==> src/rtl/sd_diag_pkg.sv <==
// Shared constants, bit positions and types of the serial safety diagnostic block
package sd_diag_pkg;

   // Clock and serial line timing
   localparam int unsigned CLK_HZ = 25_000_000;
   localparam int unsigned SD_BAUD = 250_000;
   localparam int unsigned BIT_CYCLES = CLK_HZ / SD_BAUD;
   localparam int unsigned HALF_BIT_CYCLES = BIT_CYCLES / 2;
   localparam int unsigned FRAME_GAP_BITS = 20;
   localparam int unsigned GAP_CYCLES = FRAME_GAP_BITS * BIT_CYCLES;
   localparam int unsigned COMM_TIMEOUT_MS = 100;
   localparam longint unsigned COMM_TIMEOUT_CYCLES = (64'(CLK_HZ) / 64'd1000) * 64'(COMM_TIMEOUT_MS);
   localparam int unsigned WARN_TIME_MIN = 30;
   localparam longint unsigned WARN_CYCLES = 64'(WARN_TIME_MIN) * 64'd60 * 64'(CLK_HZ);

   // Chain size and counter widths
   localparam int unsigned MAX_CHAIN = 31;
   localparam int unsigned CNT_W = 16;
   localparam int unsigned COMM_W = 32;
   localparam int unsigned TIMER_W = 36;

   // Request byte
   localparam int unsigned REQ_DETAIL_SEL = 0;
   localparam int unsigned REQ_FAIL_RESET = 7;

   // Response byte
   localparam int unsigned RESP_SAFE_ON = 0;
   localparam int unsigned RESP_ACTUATOR = 1;
   localparam int unsigned RESP_INPUTS = 4;
   localparam int unsigned RESP_GUARD = 5;
   localparam int unsigned RESP_WARNING = 6;
   localparam int unsigned RESP_FAILURE = 7;

   // Warning and failure detail bytes
   localparam int unsigned DET_OUT1 = 0;
   localparam int unsigned DET_OUT2 = 1;
   localparam int unsigned DET_CROSS = 2;
   localparam int unsigned DET_TEMP = 3;
   localparam int unsigned DET_TARGET = 4;
   localparam int unsigned DET_INTERNAL = 5;
   localparam int unsigned DET_COMM = 6;
   localparam int unsigned DET_LOW_VOLT = 7;

   // Reset values
   localparam logic [7:0] BYTE_RESET = 8'h00;
   localparam logic SD_IDLE = 1'b1;

   typedef enum logic [1:0] {RX_IDLE, RX_START, RX_DATA, RX_STOP} rx_state_type;

   typedef struct packed {
      logic guard;
      logic actuator;
      logic first_safe_input;
      logic second_safe_input;
      logic out1_err;
      logic out2_err;
      logic cross_wire;
      logic over_temp;
      logic target_err;
      logic internal_err;
      logic low_voltage;
   } sense_type;

endpackage

==> src/rtl/warn_timer.sv <==
// Persistence timer that flags a condition held for a set number of cycles
`timescale 1ns/10ps
module warn_timer #(
   parameter longint unsigned CYCLES = sd_diag_pkg::WARN_CYCLES
) (
   input wire logic clk_i,
   input wire logic srst_i,
   input wire logic run_i,
   output logic expired_o
);
   import sd_diag_pkg::*;

   typedef struct packed {
      logic [TIMER_W-1:0] count;
      logic expired;
   } timer_type;

   timer_type st;
   timer_type next_st;

   // Any drop of run restarts the full period
   always_comb begin
      next_st = st;
      if (!run_i) begin
         next_st.count = '0;
         next_st.expired = 1'b0;
      end else if (st.count == TIMER_W'(CYCLES - 64'd1)) begin
         next_st.expired = 1'b1;
      end else begin
         next_st.count = st.count + TIMER_W'(1);
      end
   end

   always_ff @(posedge clk_i) begin
      if (srst_i) begin
         st <= '0;
      end else begin
         st <= next_st;
      end
   end

   assign expired_o = st.expired;

endmodule

==> src/rtl/serial_safety_diagnostic.sv <==
// Serial diagnostic chain node and safety output control of one safety switch
// Overview of operation
// - Chain carries at most 31 switches; bytes past the 31st are dropped.
// - Serial input and output pass request and response bytes along the chain.
// - Own request byte taken each frame; own response byte appended every frame.
// - Gateway communication loss never changes the safety output state.
// - Failure disables outputs at once; cleared by request bit 7 fall or guard open.
// - Output failures stay latched in detail until the next output release.
// - Warning keeps outputs on; after 30 minutes of warning they switch off.
// - Warning clears by itself as soon as its cause is gone.
// - Failure detail byte is readable while a failure is flagged, warning detail byte otherwise.
// - Response bits: 0 output on, 1 actuator, 4 inputs, 5 guard, 6 warning, 7 failure.
// - Warning detail: outputs, cross-wire, temperature, internal, comm error, low voltage.
// - Failure detail: bits 0-3 as warning, 4 target error, 5 internal error.
// - Every bit set to one means the condition or request is present.
`timescale 1ns/10ps
module serial_safety_diagnostic #(
   parameter longint unsigned WARN_CYCLES_P = sd_diag_pkg::WARN_CYCLES,
   parameter longint unsigned COMM_CYCLES_P = sd_diag_pkg::COMM_TIMEOUT_CYCLES
) (
   input wire logic clk_i,
   input wire logic srst_i,
   input wire logic sd_in_i,
   input wire sd_diag_pkg::sense_type sense_i,
   output logic sd_out_o,
   output logic first_safe_output_o,
   output logic second_safe_output_o,
   output logic [7:0] request_o,
   output logic [7:0] response_o,
   output logic [7:0] warning_detail_o,
   output logic [7:0] failure_detail_o,
   output logic comm_error_o
);
   import sd_diag_pkg::*;

   typedef struct packed {
      logic sd_meta;
      logic sd_sync;
      sense_type sense_meta;
      sense_type sense;
      rx_state_type rx_state;
      logic [CNT_W-1:0] rx_cnt;
      logic [2:0] rx_bit;
      logic [7:0] rx_sh;
      logic [CNT_W-1:0] idle_cnt;
      logic in_frame;
      logic [4:0] byte_idx;
      logic [7:0] request;
      logic req7_prev;
      logic guard_prev;
      logic hold_valid;
      logic [7:0] hold;
      logic tx_busy;
      logic [CNT_W-1:0] tx_cnt;
      logic [3:0] tx_bit;
      logic [9:0] tx_sh;
      logic sd_out;
      logic [COMM_W-1:0] comm_cnt;
      logic comm_err;
      logic failure;
      logic safe_on;
      logic [7:0] warn_detail;
      logic [7:0] fail_detail;
      logic [7:0] response;
   } state_type;

   state_type st;
   state_type next_st;
   logic rx_done;
   logic frame_end;
   logic reset_req;
   logic guard_open;
   logic warn_cause;
   logic live_fail;
   logic warn_expired;
   logic [7:0] append_byte;

   assign frame_end = st.in_frame && (st.idle_cnt == CNT_W'(GAP_CYCLES - 1));
   // Reset acts on the falling edge of bit 7 seen between two frames
   assign reset_req = frame_end && st.req7_prev && !st.request[REQ_FAIL_RESET];
   assign guard_open = st.guard_prev && !st.sense.guard;
   assign warn_cause = st.sense.out1_err | st.sense.out2_err | st.sense.cross_wire |
                       st.sense.over_temp | st.sense.low_voltage;
   assign live_fail = st.sense.target_err | st.sense.internal_err;
   // Detail select lets the gateway fetch the detail in its own chain slot
   assign append_byte = !st.request[REQ_DETAIL_SEL] ? st.response :
                        (st.failure ? st.fail_detail : st.warn_detail);

   warn_timer #(
      .CYCLES(WARN_CYCLES_P)
   ) u_warn_timer (
      .clk_i(clk_i),
      .srst_i(srst_i),
      .run_i(warn_cause && !st.failure),
      .expired_o(warn_expired)
   );

   always_comb begin
      next_st = st;
      rx_done = 1'b0;

      // Pin synchronisers
      next_st.sd_meta = sd_in_i;
      next_st.sd_sync = st.sd_meta;
      next_st.sense_meta = sense_i;
      next_st.sense = st.sense_meta;

      // Byte receiver: start, eight bits LSB first, stop; a bad stop bit drops the byte
      case (st.rx_state)
         RX_IDLE: begin
            if (!st.sd_sync) begin
               next_st.rx_state = RX_START;
               next_st.rx_cnt = '0;
            end
         end
         RX_START: begin
            if (st.rx_cnt == CNT_W'(HALF_BIT_CYCLES - 1)) begin
               next_st.rx_cnt = '0;
               next_st.rx_bit = '0;
               next_st.rx_state = st.sd_sync ? RX_IDLE : RX_DATA;
            end else begin
               next_st.rx_cnt = st.rx_cnt + CNT_W'(1);
            end
         end
         RX_DATA: begin
            if (st.rx_cnt == CNT_W'(BIT_CYCLES - 1)) begin
               next_st.rx_cnt = '0;
               next_st.rx_sh = {st.sd_sync, st.rx_sh[7:1]};
               next_st.rx_bit = st.rx_bit + 3'd1;
               if (st.rx_bit == 3'd7) begin
                  next_st.rx_state = RX_STOP;
               end
            end else begin
               next_st.rx_cnt = st.rx_cnt + CNT_W'(1);
            end
         end
         RX_STOP: begin
            if (st.rx_cnt == CNT_W'(BIT_CYCLES - 1)) begin
               next_st.rx_cnt = '0;
               next_st.rx_state = RX_IDLE;
               rx_done = st.sd_sync;
            end else begin
               next_st.rx_cnt = st.rx_cnt + CNT_W'(1);
            end
         end
         default: begin
            next_st.rx_state = RX_IDLE;
         end
      endcase

      // Line quiet time marks the end of a frame
      if (st.rx_state != RX_IDLE || !st.sd_sync) begin
         next_st.idle_cnt = '0;
      end else if (st.idle_cnt != CNT_W'(GAP_CYCLES - 1)) begin
         next_st.idle_cnt = st.idle_cnt + CNT_W'(1);
      end

      // Transmitter runs first so that a fresh load below wins the holding register
      if (!st.tx_busy) begin
         next_st.sd_out = SD_IDLE;
         if (st.hold_valid) begin
            next_st.tx_sh = {1'b1, st.hold, 1'b0};
            next_st.tx_busy = 1'b1;
            next_st.tx_cnt = '0;
            next_st.tx_bit = '0;
            next_st.hold_valid = 1'b0;
            next_st.sd_out = 1'b0;
         end
      end else if (st.tx_cnt == CNT_W'(BIT_CYCLES - 1)) begin
         next_st.tx_cnt = '0;
         if (st.tx_bit == 4'd9) begin
            next_st.tx_busy = 1'b0;
            next_st.sd_out = SD_IDLE;
         end else begin
            next_st.tx_bit = st.tx_bit + 4'd1;
            next_st.tx_sh = {1'b1, st.tx_sh[9:1]};
            next_st.sd_out = st.tx_sh[1];
         end
      end else begin
         next_st.tx_cnt = st.tx_cnt + CNT_W'(1);
      end

      // First byte of a frame is ours, the next 30 move downstream unchanged
      if (rx_done) begin
         next_st.in_frame = 1'b1;
         if (st.byte_idx == 5'd0) begin
            next_st.request = st.rx_sh;
         end else if (st.byte_idx < 5'(MAX_CHAIN)) begin
            next_st.hold = st.rx_sh;
            next_st.hold_valid = 1'b1;
         end
         if (st.byte_idx != 5'(MAX_CHAIN)) begin
            next_st.byte_idx = st.byte_idx + 5'd1;
         end
      end

      // Own answer goes out behind the forwarded bytes
      if (frame_end) begin
         next_st.in_frame = 1'b0;
         next_st.byte_idx = '0;
         next_st.hold = append_byte;
         next_st.hold_valid = 1'b1;
         next_st.req7_prev = st.request[REQ_FAIL_RESET];
         next_st.comm_cnt = '0;
         next_st.comm_err = 1'b0;
      end else if (st.comm_cnt == COMM_W'(COMM_CYCLES_P - 64'd1)) begin
         next_st.comm_err = 1'b1;
      end else begin
         next_st.comm_cnt = st.comm_cnt + COMM_W'(1);
      end

      // Live warning detail, clears by itself with its cause
      next_st.warn_detail = '0;
      next_st.warn_detail[DET_OUT1] = st.sense.out1_err;
      next_st.warn_detail[DET_OUT2] = st.sense.out2_err;
      next_st.warn_detail[DET_CROSS] = st.sense.cross_wire;
      next_st.warn_detail[DET_TEMP] = st.sense.over_temp;
      next_st.warn_detail[DET_INTERNAL] = st.sense.internal_err;
      next_st.warn_detail[DET_COMM] = st.comm_err;
      next_st.warn_detail[DET_LOW_VOLT] = st.sense.low_voltage;

      // Failure clear first, so that any set below wins
      next_st.guard_prev = st.sense.guard;
      if (st.failure && !live_fail && (reset_req || guard_open)) begin
         next_st.failure = 1'b0;
         next_st.fail_detail[DET_TARGET] = 1'b0;
         next_st.fail_detail[DET_INTERNAL] = 1'b0;
      end
      if (live_fail) begin
         next_st.failure = 1'b1;
      end
      next_st.fail_detail[DET_TARGET] = next_st.fail_detail[DET_TARGET] | st.sense.target_err;
      next_st.fail_detail[DET_INTERNAL] = next_st.fail_detail[DET_INTERNAL] | st.sense.internal_err;
      if (warn_expired && !st.failure) begin
         next_st.failure = 1'b1;
         next_st.fail_detail[3:0] = st.fail_detail[3:0] | st.warn_detail[3:0];
      end

      // Outputs ignore the gateway link, so a lost link holds their state
      next_st.safe_on = st.sense.guard & st.sense.actuator & st.sense.first_safe_input &
                        st.sense.second_safe_input & !next_st.failure;
      // Output faults are only observable again once the outputs are released
      if (next_st.safe_on && !st.safe_on) begin
         next_st.fail_detail[3:0] = 4'h0;
      end

      // Every flag is active high
      next_st.response = '0;
      next_st.response[RESP_SAFE_ON] = next_st.safe_on;
      next_st.response[RESP_ACTUATOR] = st.sense.actuator;
      next_st.response[RESP_INPUTS] = st.sense.first_safe_input & st.sense.second_safe_input;
      next_st.response[RESP_GUARD] = st.sense.guard;
      next_st.response[RESP_WARNING] = warn_cause;
      next_st.response[RESP_FAILURE] = next_st.failure;
   end

   always_ff @(posedge clk_i) begin
      if (srst_i) begin
         st <= '0;
         st.sd_meta <= SD_IDLE;
         st.sd_sync <= SD_IDLE;
         st.sd_out <= SD_IDLE;
         st.request <= BYTE_RESET;
      end else begin
         st <= next_st;
      end
   end

   assign sd_out_o = st.sd_out;
   assign first_safe_output_o = st.safe_on;
   assign second_safe_output_o = st.safe_on;
   assign request_o = st.request;
   assign response_o = st.response;
   assign warning_detail_o = st.warn_detail;
   assign failure_detail_o = st.fail_detail;
   assign comm_error_o = st.comm_err;

   a_fail_outputs_off: assert property (@(posedge clk_i) disable iff (srst_i)
      st.failure |-> !st.safe_on && !st.response[RESP_SAFE_ON])
      else $error("Safety outputs on during failure");

   a_resp_byte_map: assert property (@(posedge clk_i) disable iff (srst_i)
      st.response[RESP_FAILURE] == st.failure && st.response[RESP_SAFE_ON] == st.safe_on)
      else $error("Response byte does not match switch state");

   a_warn_auto_clear: assert property (@(posedge clk_i) disable iff (srst_i)
      !warn_cause |=> !st.response[RESP_WARNING] && st.warn_detail[3:0] == 4'h0)
      else $error("Warning did not clear with its cause");

   a_reset_clears_fail: assert property (@(posedge clk_i) disable iff (srst_i)
      st.failure && !live_fail && !warn_expired && (reset_req || guard_open) |=> !st.failure)
      else $error("Failure not cleared by reset request");

   a_warn_escalates: assert property (@(posedge clk_i) disable iff (srst_i)
      warn_expired && !st.failure |=> st.failure && !st.safe_on)
      else $error("Expired warning did not switch outputs off");

   a_own_request: assert property (@(posedge clk_i) disable iff (srst_i)
      rx_done && st.byte_idx == 5'd0 |=> st.request == $past(st.rx_sh) && !st.hold_valid)
      else $error("Own request byte not captured");

   a_append_answer: assert property (@(posedge clk_i) disable iff (srst_i)
      frame_end |=> st.hold_valid && st.hold == $past(append_byte) && st.byte_idx == 5'd0)
      else $error("Own answer not queued at frame end");

   a_chain_drop: assert property (@(posedge clk_i) disable iff (srst_i)
      rx_done && st.byte_idx == 5'(MAX_CHAIN) && !frame_end |=> $stable(st.hold))
      else $error("Byte beyond chain limit forwarded");

   a_tx_idle_high: assert property (@(posedge clk_i) disable iff (srst_i)
      !st.tx_busy |-> st.sd_out)
      else $error("Serial output low while idle");

endmodule

==> config.mk <==
export PLATFORM = sky130hd
export DESIGN_NAME = serial_safety_diagnostic
export DESIGN_NICKNAME = d
export VERILOG_FILES = /design/src/rtl/sd_diag_pkg.sv /design/src/rtl/warn_timer.sv /design/src/rtl/serial_safety_diagnostic.sv
export SDC_FILE = /design/constraint.sdc
export NUM_CORES = 1
export LEC_CHECK = 0
export BUFFER_PORTS_ARGS = -buffer_cell sky130_fd_sc_hd__buf_4
export CAP_MARGIN = 25
export CORE_AREA = 4 4 161 163
export CTS_BUF_LIST = sky130_fd_sc_hd__clkbuf_16
export DETAILED_ROUTE_END_ITERATION = 10
export DIE_AREA = 0 0 165 167
export GPL_ROUTABILITY_DRIVEN = 0
export PLACE_DENSITY = 0.64
export SYNTH_ARGS = -nofsm -noshare
export SYNTH_HDL_FRONTEND = slang
export SYNTH_SLANG_ARGS = --single-unit
==> constraint.sdc <==
create_clock -name clk_i -period 6.42 [get_ports clk_i]
set_input_delay 0 -clock clk_i [delete_from_list [all_inputs] [get_ports clk_i]]
set_output_delay 0 -clock clk_i [all_outputs]
set_load 0.05 [all_outputs]
==> results.json <==
{
  "wl_um": 20700,
  "tritoncts": "built",
  "cp_cell_sequence": "or4_1, or4_1, nor3b_2, mux2i_1, nor2_1",
  "finalClockSkew_ps": 7.52,
  "routed_via_density": 5.29,
  "path_buf_inv": 0,
  "netlist-cell-type-count": 69,
  "vias": 7812,
  "path_clk_slew_ps": 60,
  "htree_levels": 1,
  "synth-seq-area-share": 0.441,
  "synth-edff-count": 0,
  "path_delay_family": "simple AND/OR/NAND/NOR gates",
  "ir_drop_v": 0.000172,
  "drt_first_pass_iters": 5,
  "drive_above_1_share": 0.0893,
  "antenna_found_initial": 0,
  "yosysWarnings": 0,
  "die_h_um": 167,
  "worst-path-max-fanout": 8,
  "drv_slew": 0,
  "start_util": 0.398,
  "final-hold-violation-count": 0,
  "ys.flop_type": "dfxtp_1",
  "ios": 50,
  "netlist_area_sq_um": 9670,
  "period_share": 0.456,
  "numCtsBuffers": 24,
  "critPathSlowestCell": "or4_1",
  "power.total_mw": 2.85,
  "p_per_area_nw_per_um2": 259,
  "nets": 1163,
  "fin_setup_tns_ps": 0,
  "slowest_delay_ps": 760,
  "cp-end-kind": "register",
  "grt_pass1_wl_um": 35600,
  "clock-sinks": 213,
  "arrival_ps": 3290,
  "grt-ovfl-total": 0,
  "io_buffer_count": 44,
  "cap_violations": 0,
  "yosys-top-cells-area": "dfxtp_1, nor2_1, a21oi_1",
  "clockBufferDepth": 3,
  "postRouteAntennaNets": 0,
  "fillCellCount": 2383,
  "wl_met3_um": 1110,
  "route.met2.wl_um": 8930,
  "worstPathRequired_ps": 6780,
  "syn-mean-instance-area_sq_um": 8.66,
  "clockRootBuffer": "clkbuf_16",
  "syn_inst": 1117,
  "wl_per_cell_um": 14.0,
  "yosysTopAreaCell": "dfxtp_1",
  "p_leak_nw": 3.88,
  "rsz0062_at_grt": "false",
  "wl_met1_um": 10300,
  "syn2layout_area_growth_pct": 13.6,
  "synthTopCellsByCount": "dfxtp_1, nor2_1, nand2_1, a21oi_1, nand3_1",
  "post-dp-hpwl_um": 14100,
  "rows": 57,
  "top_layer_used": "met4",
  "path_common_cell": "or4_1",
  "synth-seq-cells": 213,
  "n_antenna_cell": 0,
  "grt_pass1_vias": 7304,
  "grt_max_degree": 79,
  "die-area_sq_um": 27600,
  "startpoint_type": "register",
  "setup_violations": 0,
  "clk_latency_ps": 510,
  "post-route-min-period_ps": 2930,
  "fmax_mhz": 341,
  "async_flop_share": 0,
  "outcome": "finished, final reports clean",
  "crit_type": "register to register",
  "core_sq_um": 24300,
  "drc_errors": 0,
  "hold-worst-slack_ps": 240,
  "drt_iter0_drc": 587,
  "fp.dieW_um": 165,
  "worstHoldPathType": "input port to register",
  "tightest_slew_ps": 989,
  "synth_top_area_share": 0.441,
  "yosysMostFrequentCell": "dfxtp_1",
  "slew-limit-headroom": 0.335,
  "grt_util_all_layers": 0.150
}
flip-flops by register name, indices dropped and copies added, names as in the netlist, named ones only:
name / cells
u_warn_timer.expired_o: 1
request_o: 8
failure_detail_o: 6
warning_detail_o: 7
response_o: 5
u_warn_timer.st: 36
next_st: 20
comm_error_o: 1
sd_out_o: 1
st: 127
cell usage in the layout, fill, tap and decap left out, types with 5 or more instances in the layout:
cell,n
nor2_1,142
xnor2_1,37
dfxtp_1,213
dlygate4sd3_1,19
and4_1,6
ha_1,13
nor3_1,31
nand4b_1,5
nor4_1,30
inv_1,29
or2_2,6
conb_1,5
a31oi_1,12
o21ai_0,24
clkbuf_16,25
a311oi_1,13
and2_1,8
clkinv_2,5
nand4_1,40
a211oi_1,12
or4_1,6
nand3b_1,5
and3_1,31
nand2b_1,9
xor2_1,31
o21ai_1,8
a41oi_1,5
a21oi_1,67
nor2b_1,33
buf_4,48
nand3_1,48
nor4b_1,6
mux2i_1,28
clkinv_1,7
nand2_1,73
or3_1,20
stage by stage:
step                cell area, sq um  std cells  setup slack (ps)   util
floorplan                       9690       1121              4110      -
global placement               10000       1415              3550  0.412
detailed placement             10000       1415              3530  0.412
CTS                            11000       1478              3500  0.452
global route                   11000       1478              3290  0.452
finish                         11000       1478              3490  0.452
path summary, 6_finish.rpt:
path	from	endpoint	slack, ps	cells past startpoint
max	st[146]	request_o[2]	3490	5
max reg2reg	st[146]	request_o[2]	3490	5
min	sense_i[0]	next_st[161]	240	3
min reg2reg	next_st[167]	next_st[16]	430	1
cells by family after synthesis:
| logic type | after synthesis | synth area share |
|---|---|---|
| AOI/OAI and AO/OA | 171 | 0.110 |
| xor gates and xnor gates | 68 | 0.0616 |
| adders and majority gates | 13 | 0.0168 |
| buffers and inverters | 104 | 0.0552 |
| DFF | 213 | 0.441 |
| muxes | 30 | 0.0313 |
| other | 1 | 0.000388 |
| and+or+nand+nor | 517 | 0.283 |
power by group:
part / internal [mW] / switching (mW)
Clock: 0.821 / 0.533
Sequential: 1.34 / 0.0191
Combinational: 0.0474 / 0.0870
layer usage:
layer  global-route usage  up-vias
met4               0.0391        0
li1                     -     4004
met1                0.218     3592
met2                0.229      189
met5                    0        -
met3               0.0262       27
area by class of cell:
cell class                 count  area [sq um]  area share
timing repair buffer          67           551      0.0501
clock inverter                19           160      0.0146
clock buffer                  25           626      0.0569
sequential                   213          4260       0.388
inverter                      26          97.6     0.00888
multi-input combinational    804          4890       0.445
tap                          324           405      0.0369
tightest hold or removal path, stage by stage:
cell,delay (ps)
dlygate4sd3_1,520
buf_4,90
nor2b_1,100
what timing repair did:
item | in CTS | in global routing
buffers inserted | 0 | 0
gates resized for setup | 0 | 0
hold buffers | 19 | 0
hold endpoints to repair | 26 | 0
No activity file was read; power rests on OpenSTA's default activity.
